[config.mk]
export PLATFORM = sky130hd
export DESIGN_NAME = serial_cpu_datapath_fetch
export DESIGN_NICKNAME = d
export VERILOG_FILES = /design/src/cpu_pkg.sv /design/src/serial_cpu_datapath_fetch.sv
export SDC_FILE = /design/constraint.sdc
export NUM_CORES = 1
export LEC_CHECK = 0
export ABC_AREA = 1
export CORE_ASPECT_RATIO = 1.2
export CORE_MARGIN = 2
export CORE_UTILIZATION = 50
export DETAILED_ROUTE_END_ITERATION = 16
export DONT_BUFFER_PORTS = 1
export SYNTH_ARGS = -nofsm -noshare
export SYNTH_HDL_FRONTEND = slang
export SYNTH_SLANG_ARGS = --single-unit
export TNS_END_PERCENT = 30
[constraint.sdc]
create_clock -name clk -period 3.7 [get_ports clk]
set_clock_uncertainty 0.1 [all_clocks]
set_input_delay 0.37 -clock clk [delete_from_list [all_inputs] [get_ports clk]]
set_output_delay 0.37 -clock clk [all_outputs]
set_load 0.005 [all_outputs]
[src/cpu_pkg.sv]
package cpu_pkg;

  // ****************
  // widths
  // ****************
  localparam int WORD_W = 12;
  localparam int ADDR_W = 13;
  localparam int TS_N = 11;
  localparam int CNT_W = 4;
  localparam int F_W = 4;

  // ****************
  // timing
  // ****************
  localparam int STATE_NS = 424;
  localparam int CLK_PS = 10000;
  localparam int STATE_CYC = (STATE_NS * 1000 + CLK_PS - 1) / CLK_PS;
  localparam logic [5:0] TICK_LAST = 6'(STATE_CYC - 1);

  // ****************
  // time-state positions
  // ****************
  localparam int TF1 = 0;
  localparam int TF2 = 1;
  localparam int TF3 = 2;
  localparam int TF4 = 3;
  localparam int TF5 = 4;
  localparam int TE1 = 5;
  localparam int TE2 = 6;
  localparam int TE3 = 7;
  localparam int TE4 = 8;
  localparam int TE6 = 10;
  localparam logic [TS_N-1:0] TS_IDLE = 11'h000;
  localparam logic [TS_N-1:0] TS_TF1 = 11'h001;
  localparam logic [TS_N-1:0] TS_TF2 = 11'h002;
  localparam logic [TS_N-1:0] TS_TE1 = 11'h020;

  // ****************
  // instruction fields
  // ****************
  localparam int IND_BIT = 11;
  localparam int SECTOR_BIT = 7;
  localparam int F_LSB = 8;
  localparam int LOW_MSB = 6;
  localparam int PC_TOP = 12;

  // ****************
  // op codes and sub-codes
  // ****************
  localparam logic [2:0] OP_NONMR = 3'h0;
  localparam logic [2:0] OP_LDA = 3'h1;
  localparam logic [2:0] OP_STA = 3'h2;
  localparam logic [2:0] OP_JMP = 3'h3;
  localparam logic [2:0] OP_ADD = 3'h4;
  localparam logic [2:0] OP_ANA = 3'h5;
  localparam logic [2:0] OP_IRS = 3'h6;
  localparam logic [2:0] OP_JST = 3'h7;
  localparam logic [2:0] GRP_GEN = 3'h0;
  localparam logic [2:0] GRP_SHIFT = 3'h1;
  localparam logic [2:0] GRP_SKIP = 3'h2;
  localparam logic [5:0] GEN_HLT = 6'h00;
  localparam logic [5:0] GEN_OCA = 6'h03;
  localparam logic [5:0] GEN_TCA = 6'h05;
  localparam logic [5:0] GEN_ITS = 6'h14;
  localparam logic [5:0] GEN_TOA = 6'h18;
  localparam logic [5:0] GEN_ITR = 6'h22;
  localparam logic [5:0] GEN_CRA = 6'h30;
  localparam logic [5:0] SKIP_SOV = 6'h04;
  localparam logic [1:0] SH_LGR = 2'h0;
  localparam logic [1:0] SH_ARS = 2'h1;
  localparam logic [1:0] SH_RAR = 2'h2;
  localparam logic [CNT_W-1:0] ARITH_STEPS = 4'hC;

  // ****************
  // reset values
  // ****************
  localparam logic [WORD_W-1:0] WORD_RST = 12'h000;
  localparam logic [ADDR_W-1:0] ADDR_RST = 13'h0000;

  typedef enum logic [1:0] {
    SRC_NONE = 2'b00,
    SRC_PC = 2'b01,
    SRC_ACC = 2'b11,
    SRC_WR = 2'b10
  } bus_src_t;

  typedef enum logic [3:0] {
    SER_NONE, SER_ADD, SER_AND, SER_OCA, SER_TCA, SER_IRS, SER_LGR, SER_ARS, SER_RAR
  } ser_mode_t;

  typedef struct packed {
    logic [ADDR_W-1:0] pc;
    logic [ADDR_W-1:0] addr;
    logic [WORD_W-1:0] acc;
    logic [WORD_W-1:0] wr;
    logic [F_W-1:0] func;
    logic [CNT_W-1:0] count;
    logic carry;
    logic bank;
    logic [1:0] hold;
  } cpu_view_t;

endpackage : cpu_pkg

[src/serial_cpu_datapath_fetch.sv]
// Contract
// - eleven one-hot time states: five fetch, then six execute
// - thirteen-line transfer bus joins all registers, gated by bus control; carry, bank bit and holding reg are not on the bus
// - acc and working reg drive and load; count, func, addr load; pc drives
// - fetch one: pc onto bus, bus low and high bits into address reg
// - address reg selects word; reads load working reg, which is written back
// - address reg thirteen bits, loads from bus, feeds memory and pc
// - pc increments after copy; jump and jump-store load it from address reg
// - working reg loads in parallel and shifts through the adder
// - accumulator shifts into adder and receives results; bus exchange
// - one-bit adder: complement, rotate, add, and, increment working reg
// - carry links serial steps; set before increments, cleared before others
// - carry keeps final add overflow for skip and transfer tests
// - shift count loaded complemented from bus, counts down, ends at zero
// - counter sequences arithmetic ops by detecting its count
// - function reg loads instruction bits 9 to 12 in fetch four
// - bank bit loaded with pc top bit on indirect jump and jump-store
// - two-bit holding reg saves pc top and bank, restores on return
// - fetch and execute alternate until stop control or halt
// - fetch is five 424 ns states, begun by start or instruction end
// - fetch two increments pc, except in an indirect cycle, and starts memory cycle
// - fetch three clears working reg, loads read word, writes it back
// - fetch five loads low address; bit 8 picks current or primary sector
// - fetch five bit 12 chooses execute or one indirect cycle
// - execute ends at state one, three or six; arithmetic holds state four
module serial_cpu_datapath_fetch
  import cpu_pkg::*;
(
  // clock and reset
  input wire logic clk,
  input wire logic rst,
  // panel
  input wire logic start,
  input wire logic stop,
  // core memory
  input wire logic [WORD_W-1:0] mem_rdata,
  output logic [ADDR_W-1:0] mem_addr,
  output logic [WORD_W-1:0] mem_wdata,
  output logic mem_go,
  output logic mem_read,
  // status
  output logic [TS_N-1:0] time_state,
  output logic running,
  output cpu_view_t view
);

  // ****************
  // registers
  // ****************
  logic [5:0] tick_cnt_r;
  logic [TS_N-1:0] ts_r;
  logic run_r, ind_r, ind_seen_r;
  logic [ADDR_W-1:0] pc_r, y_r;
  logic [WORD_W-1:0] w_r, acc_r;
  logic [F_W-1:0] f_r;
  logic [CNT_W-1:0] c_r;
  ser_mode_t mode_r;
  logic carry_r, bank_r;
  logic [1:0] z_r;
  logic mem_go_r, mem_read_r;

  // ****************
  // control decode
  // ****************
  logic tick, hold, step, end_i, ind_go;
  logic [ADDR_W-1:0] bus;
  bus_src_t src;
  logic y_ld_bus, y_ld_sec, w_clr, w_ld_mem, w_ld_bus, acc_ld_bus;
  logic pc_inc, pc_ld_y, f_ld, c_ld_bus, c_ld_arith, go, rd, halt;
  logic carry_set, carry_clr, bank_ld, z_save, z_restore, acc_clr, acc_toa;
  ser_mode_t mode_nxt;
  logic [2:0] op, grp;
  logic [5:0] sub;

  assign tick = (tick_cnt_r == TICK_LAST);
  assign op = f_r[2:0];
  assign grp = w_r[8:6];
  assign sub = w_r[5:0];
  assign step = (mode_r != SER_NONE) && (c_r != '0);
  assign hold = ts_r[TE4] && step;
  assign ind_go = ts_r[TF5] && !ind_r && w_r[IND_BIT] && (f_r[2:0] != OP_NONMR);

  always_comb begin
    src = SRC_NONE;
    {y_ld_bus, y_ld_sec, w_clr, w_ld_mem, w_ld_bus, acc_ld_bus} = '0;
    {pc_inc, pc_ld_y, f_ld, c_ld_bus, c_ld_arith, go, rd, halt, end_i} = '0;
    {carry_set, carry_clr, bank_ld, z_save, z_restore, acc_clr, acc_toa} = '0;
    mode_nxt = SER_NONE;
    if (ts_r[TF1]) begin
      src = SRC_PC;
      y_ld_bus = 1'b1;
    end
    if (ts_r[TF2]) begin
      pc_inc = !ind_r;
      go = 1'b1;
      rd = 1'b1;
    end
    if (ts_r[TF3]) begin
      w_ld_mem = 1'b1;
    end
    if (ts_r[TF4]) begin
      src = SRC_WR;
      f_ld = !ind_r;
    end
    if (ts_r[TF5]) begin
      src = SRC_WR;
      y_ld_sec = !ind_r;
      y_ld_bus = ind_r;
    end
    if (ts_r[TE1]) begin
      unique case (op)
        OP_LDA, OP_ADD, OP_ANA, OP_IRS: begin
          go = 1'b1;
          rd = 1'b1;
        end
        OP_STA: begin
          src = SRC_ACC;
          w_ld_bus = 1'b1;
          go = 1'b1;
        end
        OP_JMP: begin
          pc_ld_y = 1'b1;
          bank_ld = ind_seen_r;
          end_i = 1'b1;
        end
        OP_JST: begin
          src = SRC_PC;
          w_clr = 1'b1;
          w_ld_bus = 1'b1;
          go = 1'b1;
        end
        OP_NONMR: begin
          end_i = 1'b1;
          if (!f_r[3] && grp == GRP_GEN) begin
            halt = (sub == GEN_HLT);
            acc_clr = (sub == GEN_CRA);
            acc_toa = (sub == GEN_TOA);
            z_save = (sub == GEN_ITS);
            z_restore = (sub == GEN_ITR);
            end_i = (sub != GEN_OCA) && (sub != GEN_TCA);
          end else if (!f_r[3] && grp == GRP_SHIFT) begin
            src = SRC_WR;
            c_ld_bus = 1'b1;
            carry_clr = 1'b1;
            mode_nxt = (w_r[5:4] == SH_ARS) ? SER_ARS : (w_r[5:4] == SH_RAR) ? SER_RAR : SER_LGR;
            end_i = 1'b0;
          end else if (!f_r[3] && grp == GRP_SKIP) begin
            pc_inc = (sub == SKIP_SOV) && carry_r;
          end
        end
      endcase
    end
    if (ts_r[TE2]) begin
      w_ld_mem = (op == OP_LDA) || (op == OP_ADD) || (op == OP_ANA) || (op == OP_IRS);
    end
    if (ts_r[TE3]) begin
      unique case (op)
        OP_LDA: begin
          src = SRC_WR;
          acc_ld_bus = 1'b1;
          end_i = 1'b1;
        end
        OP_STA: end_i = 1'b1;
        OP_JST: begin
          pc_ld_y = 1'b1;
          pc_inc = 1'b1;
          bank_ld = ind_seen_r;
          end_i = 1'b1;
        end
        OP_ADD, OP_ANA, OP_IRS: begin
          c_ld_arith = 1'b1;
          carry_set = (op == OP_IRS);
          carry_clr = (op != OP_IRS);
          mode_nxt = (op == OP_ADD) ? SER_ADD : (op == OP_ANA) ? SER_AND : SER_IRS;
        end
        default: begin
          if (grp == GRP_GEN && !f_r[3]) begin
            c_ld_arith = 1'b1;
            carry_set = (sub == GEN_TCA);
            carry_clr = (sub == GEN_OCA);
            mode_nxt = (sub == GEN_TCA) ? SER_TCA : SER_OCA;
          end
        end
      endcase
    end
    if (ts_r[TE4] && op == OP_IRS) begin
      go = 1'b1;
    end
    if (ts_r[TE6]) begin
      pc_inc = (op == OP_IRS) && (w_r == WORD_RST);
      end_i = 1'b1;
    end
  end

  always_comb begin
    unique case (src)
      SRC_PC: bus = pc_r;
      SRC_ACC: bus = {1'b0, acc_r};
      SRC_WR: bus = {1'b0, w_r};
      default: bus = ADDR_RST;
    endcase
  end

  // ****************
  // serial adder
  // ****************
  logic a_b, w_b, s_b, c_b;
  always_comb begin
    a_b = acc_r[0];
    w_b = w_r[0];
    s_b = a_b;
    c_b = carry_r;
    unique case (mode_r)
      SER_ADD: begin
        s_b = a_b ^ w_b ^ carry_r;
        c_b = (a_b & w_b) | (a_b & carry_r) | (w_b & carry_r);
      end
      SER_AND: s_b = a_b & w_b;
      SER_OCA: s_b = ~a_b;
      SER_TCA: begin
        s_b = ~a_b ^ carry_r;
        c_b = ~a_b & carry_r;
      end
      SER_IRS: begin
        s_b = w_b ^ carry_r;
        c_b = w_b & carry_r;
      end
      SER_LGR: s_b = 1'b0;
      SER_ARS: s_b = acc_r[WORD_W-1];
      default: s_b = a_b;
    endcase
  end

  // ****************
  // time-state generator
  // ****************
  // state period prescaler
  always_ff @(posedge clk or posedge rst) begin
    if (rst) begin
      tick_cnt_r <= '0;
    end else if (ts_r == TS_IDLE || tick) begin
      tick_cnt_r <= '0;
    end else begin
      tick_cnt_r <= tick_cnt_r + 6'h01;
    end
  end

  always_ff @(posedge clk or posedge rst) begin
    if (rst) begin
      ts_r <= TS_IDLE;
    end else if (ts_r == TS_IDLE) begin
      if (start) ts_r <= TS_TF1;
    end else if (tick && !hold) begin
      if (end_i) ts_r <= (run_r && !halt && !stop) ? TS_TF1 : TS_IDLE;
      else if (ts_r[TF5]) ts_r <= ind_go ? TS_TF2 : TS_TE1;
      else ts_r <= {ts_r[TS_N-2:0], 1'b0};
    end
  end

  always_ff @(posedge clk or posedge rst) begin
    if (rst) begin
      run_r <= 1'b0;
    end else if (ts_r == TS_IDLE) begin
      run_r <= start;
    end else if (stop || (tick && halt)) begin
      run_r <= 1'b0;
    end
  end

  always_ff @(posedge clk or posedge rst) begin
    if (rst) begin
      ind_r <= 1'b0;
      ind_seen_r <= 1'b0;
    end else if (tick) begin
      if (ts_r[TF5]) ind_r <= ind_go;
      if (ts_r[TF5] && ind_go) ind_seen_r <= 1'b1;
      else if (ts_r[TF1]) ind_seen_r <= 1'b0;
    end
  end

  // ****************
  // registers on the bus
  // ****************
  // address register
  always_ff @(posedge clk or posedge rst) begin
    if (rst) begin
      y_r <= ADDR_RST;
    end else if (tick && y_ld_bus) begin
      y_r <= ind_r ? {bank_r, bus[WORD_W-1:0]} : bus;
    end else if (tick && y_ld_sec) begin
      y_r[LOW_MSB:0] <= bus[LOW_MSB:0];
      if (!w_r[SECTOR_BIT]) y_r[WORD_W-1:LOW_MSB+1] <= '0;
    end
  end

  always_ff @(posedge clk or posedge rst) begin
    if (rst) begin
      pc_r <= ADDR_RST;
    end else if (tick && pc_ld_y) begin
      pc_r <= pc_inc ? y_r + 13'h0001 : y_r;
    end else if (tick && z_restore) begin
      pc_r[PC_TOP] <= z_r[1];
    end else if (tick && pc_inc) begin
      pc_r <= pc_r + 13'h0001;
    end
  end

  always_ff @(posedge clk or posedge rst) begin
    if (rst) begin
      w_r <= WORD_RST;
    end else if (ts_r[TF3] && tick_cnt_r == '0) begin
      w_r <= WORD_RST;
    end else if (tick && w_ld_mem) begin
      w_r <= mem_rdata;
    end else if (tick && (w_ld_bus || w_clr)) begin
      w_r <= w_ld_bus ? bus[WORD_W-1:0] : WORD_RST;
    end else if (step && mode_r == SER_IRS) begin
      w_r <= {s_b, w_r[WORD_W-1:1]};
    end else if (step && (mode_r == SER_ADD || mode_r == SER_AND)) begin
      w_r <= {w_b, w_r[WORD_W-1:1]};
    end
  end

  always_ff @(posedge clk or posedge rst) begin
    if (rst) begin
      acc_r <= WORD_RST;
    end else if (tick && acc_ld_bus) begin
      acc_r <= bus[WORD_W-1:0];
    end else if (tick && acc_clr) begin
      acc_r <= WORD_RST;
    end else if (tick && acc_toa) begin
      acc_r <= {11'h000, carry_r};
    end else if (step && mode_r != SER_IRS) begin
      acc_r <= {s_b, acc_r[WORD_W-1:1]};
    end
  end

  always_ff @(posedge clk or posedge rst) begin
    if (rst) begin
      f_r <= '0;
    end else if (tick && f_ld) begin
      f_r <= bus[WORD_W-1:F_LSB];
    end
  end

  always_ff @(posedge clk or posedge rst) begin
    if (rst) begin
      c_r <= '0;
      mode_r <= SER_NONE;
    end else if (tick && (c_ld_bus || c_ld_arith)) begin
      c_r <= c_ld_bus ? ~bus[CNT_W-1:0] : ARITH_STEPS;
      mode_r <= mode_nxt;
    end else if (step) begin
      c_r <= c_r - 4'h1;
    end else if (tick && end_i) begin
      mode_r <= SER_NONE;
    end
  end

  always_ff @(posedge clk or posedge rst) begin
    if (rst) begin
      carry_r <= 1'b0;
    end else if (tick && carry_set) begin
      carry_r <= 1'b1;
    end else if (tick && carry_clr) begin
      carry_r <= 1'b0;
    end else if (step) begin
      carry_r <= c_b;
    end
  end

  always_ff @(posedge clk or posedge rst) begin
    if (rst) begin
      bank_r <= 1'b0;
      z_r <= 2'h0;
    end else if (tick) begin
      if (bank_ld) bank_r <= pc_r[PC_TOP];
      else if (z_restore) bank_r <= z_r[0];
      if (z_save) z_r <= {pc_r[PC_TOP], bank_r};
    end
  end

  always_ff @(posedge clk or posedge rst) begin
    if (rst) begin
      mem_go_r <= 1'b0;
      mem_read_r <= 1'b0;
    end else begin
      mem_go_r <= tick && go;
      if (tick && go) mem_read_r <= rd;
    end
  end

  assign mem_addr = y_r;
  assign mem_wdata = w_r;
  assign mem_go = mem_go_r;
  assign mem_read = mem_read_r;
  assign time_state = ts_r;
  assign running = run_r;
  assign view = '{pc: pc_r, addr: y_r, acc: acc_r, wr: w_r, func: f_r, count: c_r,
                  carry: carry_r, bank: bank_r, hold: z_r};

endmodule : serial_cpu_datapath_fetch

==> summary.txt <==
# nets final: 898
Share of cells above drive strength 1: 0.0886
FILL cells: 1224
Vias: 6028
P&R area growth vs syn: 4.05%
CTS tree: built
Post-CTS Setup Bufs: 0
Row count: 44
Vias per std cell: 5.79
Post-synth EDFFs: 0
Clock power frac: 0.484
Synth cell types: 45
Metal-1 WL: 8.24 mm
Chip Width: 106 microns
Worst Path Required: 3.87 ns
Post-Syn Instances: 903
Initial Util: 0.516
Reg power frac: 0.483
Post-synth top area share: 0.351
Worst-path clk slew: 0.07 ns
Clock sinks: 88
Worst EP arrival: 3.08 ns
Ranking of synthesized cells by area: dfrtp_1 35%, nand2_1 15%, nand3_1 6.7%
Post-layout util: 0.537
Crit share post-route: 0.785
Initial antenna violation count: 0
Fin Setup TNS: 0 ns
Worst min-delay path category: primary input to register
Pin count of the biggest net entering global routing: 40
Switching part of the total: 0.235
Vias in the first global route: 5801
Post-cts hold buffer count: 1
Net switching power: 0.477 mW
CTS H-tree depth: 3
Clk root buf: clkbuf_16
First-pass GRT wire length: 31.2 mm
Critical Path End Type: register
Status: finished clean
Asr flop ratio synth: 1.00
DRC violations left: 0
Crit start category: register
Pins over their slew limit: 0
Synth Cell Area: 0.00628 sq mm
DR WL/cell: 18.7 microns
Most frequent cell after synthesis: nand2_1
Ports: 117
Non-filler cells, final: 1041
Critical path type: register to register
Post-route minimum period: 2.90 ns
#FFs+latches synth: 88
Port bufs: 0
Seq/Total Area, Yosys: 0.351
Placed Cells: 1024
Pwr per Cell Area: 311 mW/mm^2
Hold Vio Cnt, Final: 0
CTS buffer count: 9
Highest routed layer: met4
Ant diodes: 0
Maxcap violations: 0
Worst-Margin Slew: 0.671 ns
Most used DFF post-synth: dfrtp_1
VDD IR max: 0.184 mV
Routed length on met3: 1.44 mm
Drt initial violations: 406
Slew headroom: 0.553
RSZ-0062 raised after global routing: no
DRT Wirelength: 19.5 mm
Post-synth top cells: 253 x nand2_1, 99 x nor2_1, 88 x dfrtp_1
Deepest clock path buffer count: 2
Core area: 0.0122 sq mm
Die height: 127 microns
Max Fanout on Critical Path: 13
Pre-antenna DRT Iters: 5
Synth area leader: dfrtp_1
Post-cts resize count: 0
Maximum clock frequency: 0.344 GHz
Post-DRT Antenna Nets: 0
DPL Wire Length: 14.8 mm
Grt ovf: 0
Net Count, Synth: 926
Die area: 0.0135 sq mm
Ys Warns: 0
Met2 wire len: 9.13 mm
GRT Total Usage: 0.296
Setup violators final: 0
Clock Latency Late Sink: 0.35 ns
Comb pwr share: 0.033
Lkg Pwr: 3.14 nW
Internal power: 1.55 mW
GPL Wtd Cong: 0.968
Mean area per synthesized cell: 6.95 sq um
==> power by group through the flow <==
stage,Combinational (mW),Clock [mW],Sequential [mW]
2_1_floorplan,0.0578,0,0.997
6_report,0.0677,0.982,0.980
5_1_grt,0.0793,1.03,0.982
4_1_cts,0.0695,0.994,0.980
3_3_place_gp,0.0665,0,0.998
3_5_place_dp,0.0683,0,0.999
==> stage by stage <==
stage / power [mW] / hold slack (ns) / cell area (sq um) / setup slack [ns]
CTS: 2.04 / 0.0922 / 6530 / 0.824
finish: 2.03 / 0.107 / 6530 / 0.797
global placement: 1.06 / 0.0672 / 6210 / 0.894
global route: 2.09 / 0.116 / 6530 / 0.642
floorplan: 1.05 / 0.355 / 6280 / 0.951
detailed placement: 1.07 / 0.0697 / 6210 / 0.844
==> layout make-up <==
cell class / instances / area, sq um / area share
Multi-Input combinational cell: 676 / 3400 / 0.521
Sequential cell: 88 / 2200 / 0.337
Inverter: 92 / 347 / 0.0531
Clock buffer: 11 / 253 / 0.0387
Tap cell: 161 / 201 / 0.0308
Clock inverter: 5 / 62.6 / 0.00958
Timing Repair Buffer: 8 / 62.6 / 0.00958
==> state kept, by name (all words and copies together), names as in the netlist, 2 cells and up <==
signal      cells
mem_wdata      12
time_state     11
c_r             4
f_r             4
tick_cnt_r      6
acc_r          12
pc_r           13
mem_addr       13
z_r             2
mode_r          4
==> cells by family after synthesis <==
family                   count (synthesis)  synth area share
multiplexers                             1           0.00179
flip-flops                              88             0.351
buffers and inverters                  139             0.107
adder cells (fa/ha/maj)                  7            0.0139
AND/OR/NAND/NOR                        535             0.401
XOR/XNOR                                19            0.0265
AO/OA/AOI/OAI                          114            0.0994
==> cell usage in the layout, fill, tap and decap left out, types with 9 or more instances in the layout <==
| cell type | count |
|---|---|
| nand2_1 | 253 |
| nor2_1 | 99 |
| dfrtp_1 | 88 |
| inv_1 | 85 |
| nand3_1 | 84 |
| o21ai_0 | 54 |
| a21oi_1 | 28 |
| nand4_1 | 26 |
| nor3_1 | 18 |
| xor2_1 | 17 |
| nand3_2 | 14 |
| nand2_4 | 11 |
| clkbuf_16 | 9 |
==> final timing paths <==
| check | cells after the start | slack, ns | from | endpoint |
|---|---|---|---|---|
| worst max-delay path | 12 | 0.80 | mem_wdata[7] | mem_wdata[0] |
| max in group asynchronous | 3 | 2.46 | rst | z_r[0] |
| worst max register to register | 12 | 0.80 | mem_wdata[7] | mem_wdata[0] |
| worst min-delay path | 2 | 0.11 | start | running |
| worst min register to register | 1 | 0.40 | tick_cnt_r[0] | tick_cnt_r[0] |
| min in group asynchronous | 2 | 0.28 | rst | mem_wdata[8] |
==> metal layers <==
metal | GRT usage | up-vias
met4 | 0.111 | 0
met3 | 0.0668 | 49
met5 | 0 | -
li1 | - | 2893
met1 | 0.381 | 2832
met2 | 0.485 | 254
==> critical path, stage by stage, from the launching register on <==
cell and delay (ns):
dfrtp_1 0.62, inv_1 0.12, nand3_1 0.21, nor2_4 0.11
nor2_4 0.15, nand3_4 0.21, nor2_4 0.56, nand2_1 0.25
nand3_1 0.22, nand2_1 0.07, nand2_1 0.07, nand2_1 0.05
o21ai_1 0.07
Power figures use the tool's default switching activity.
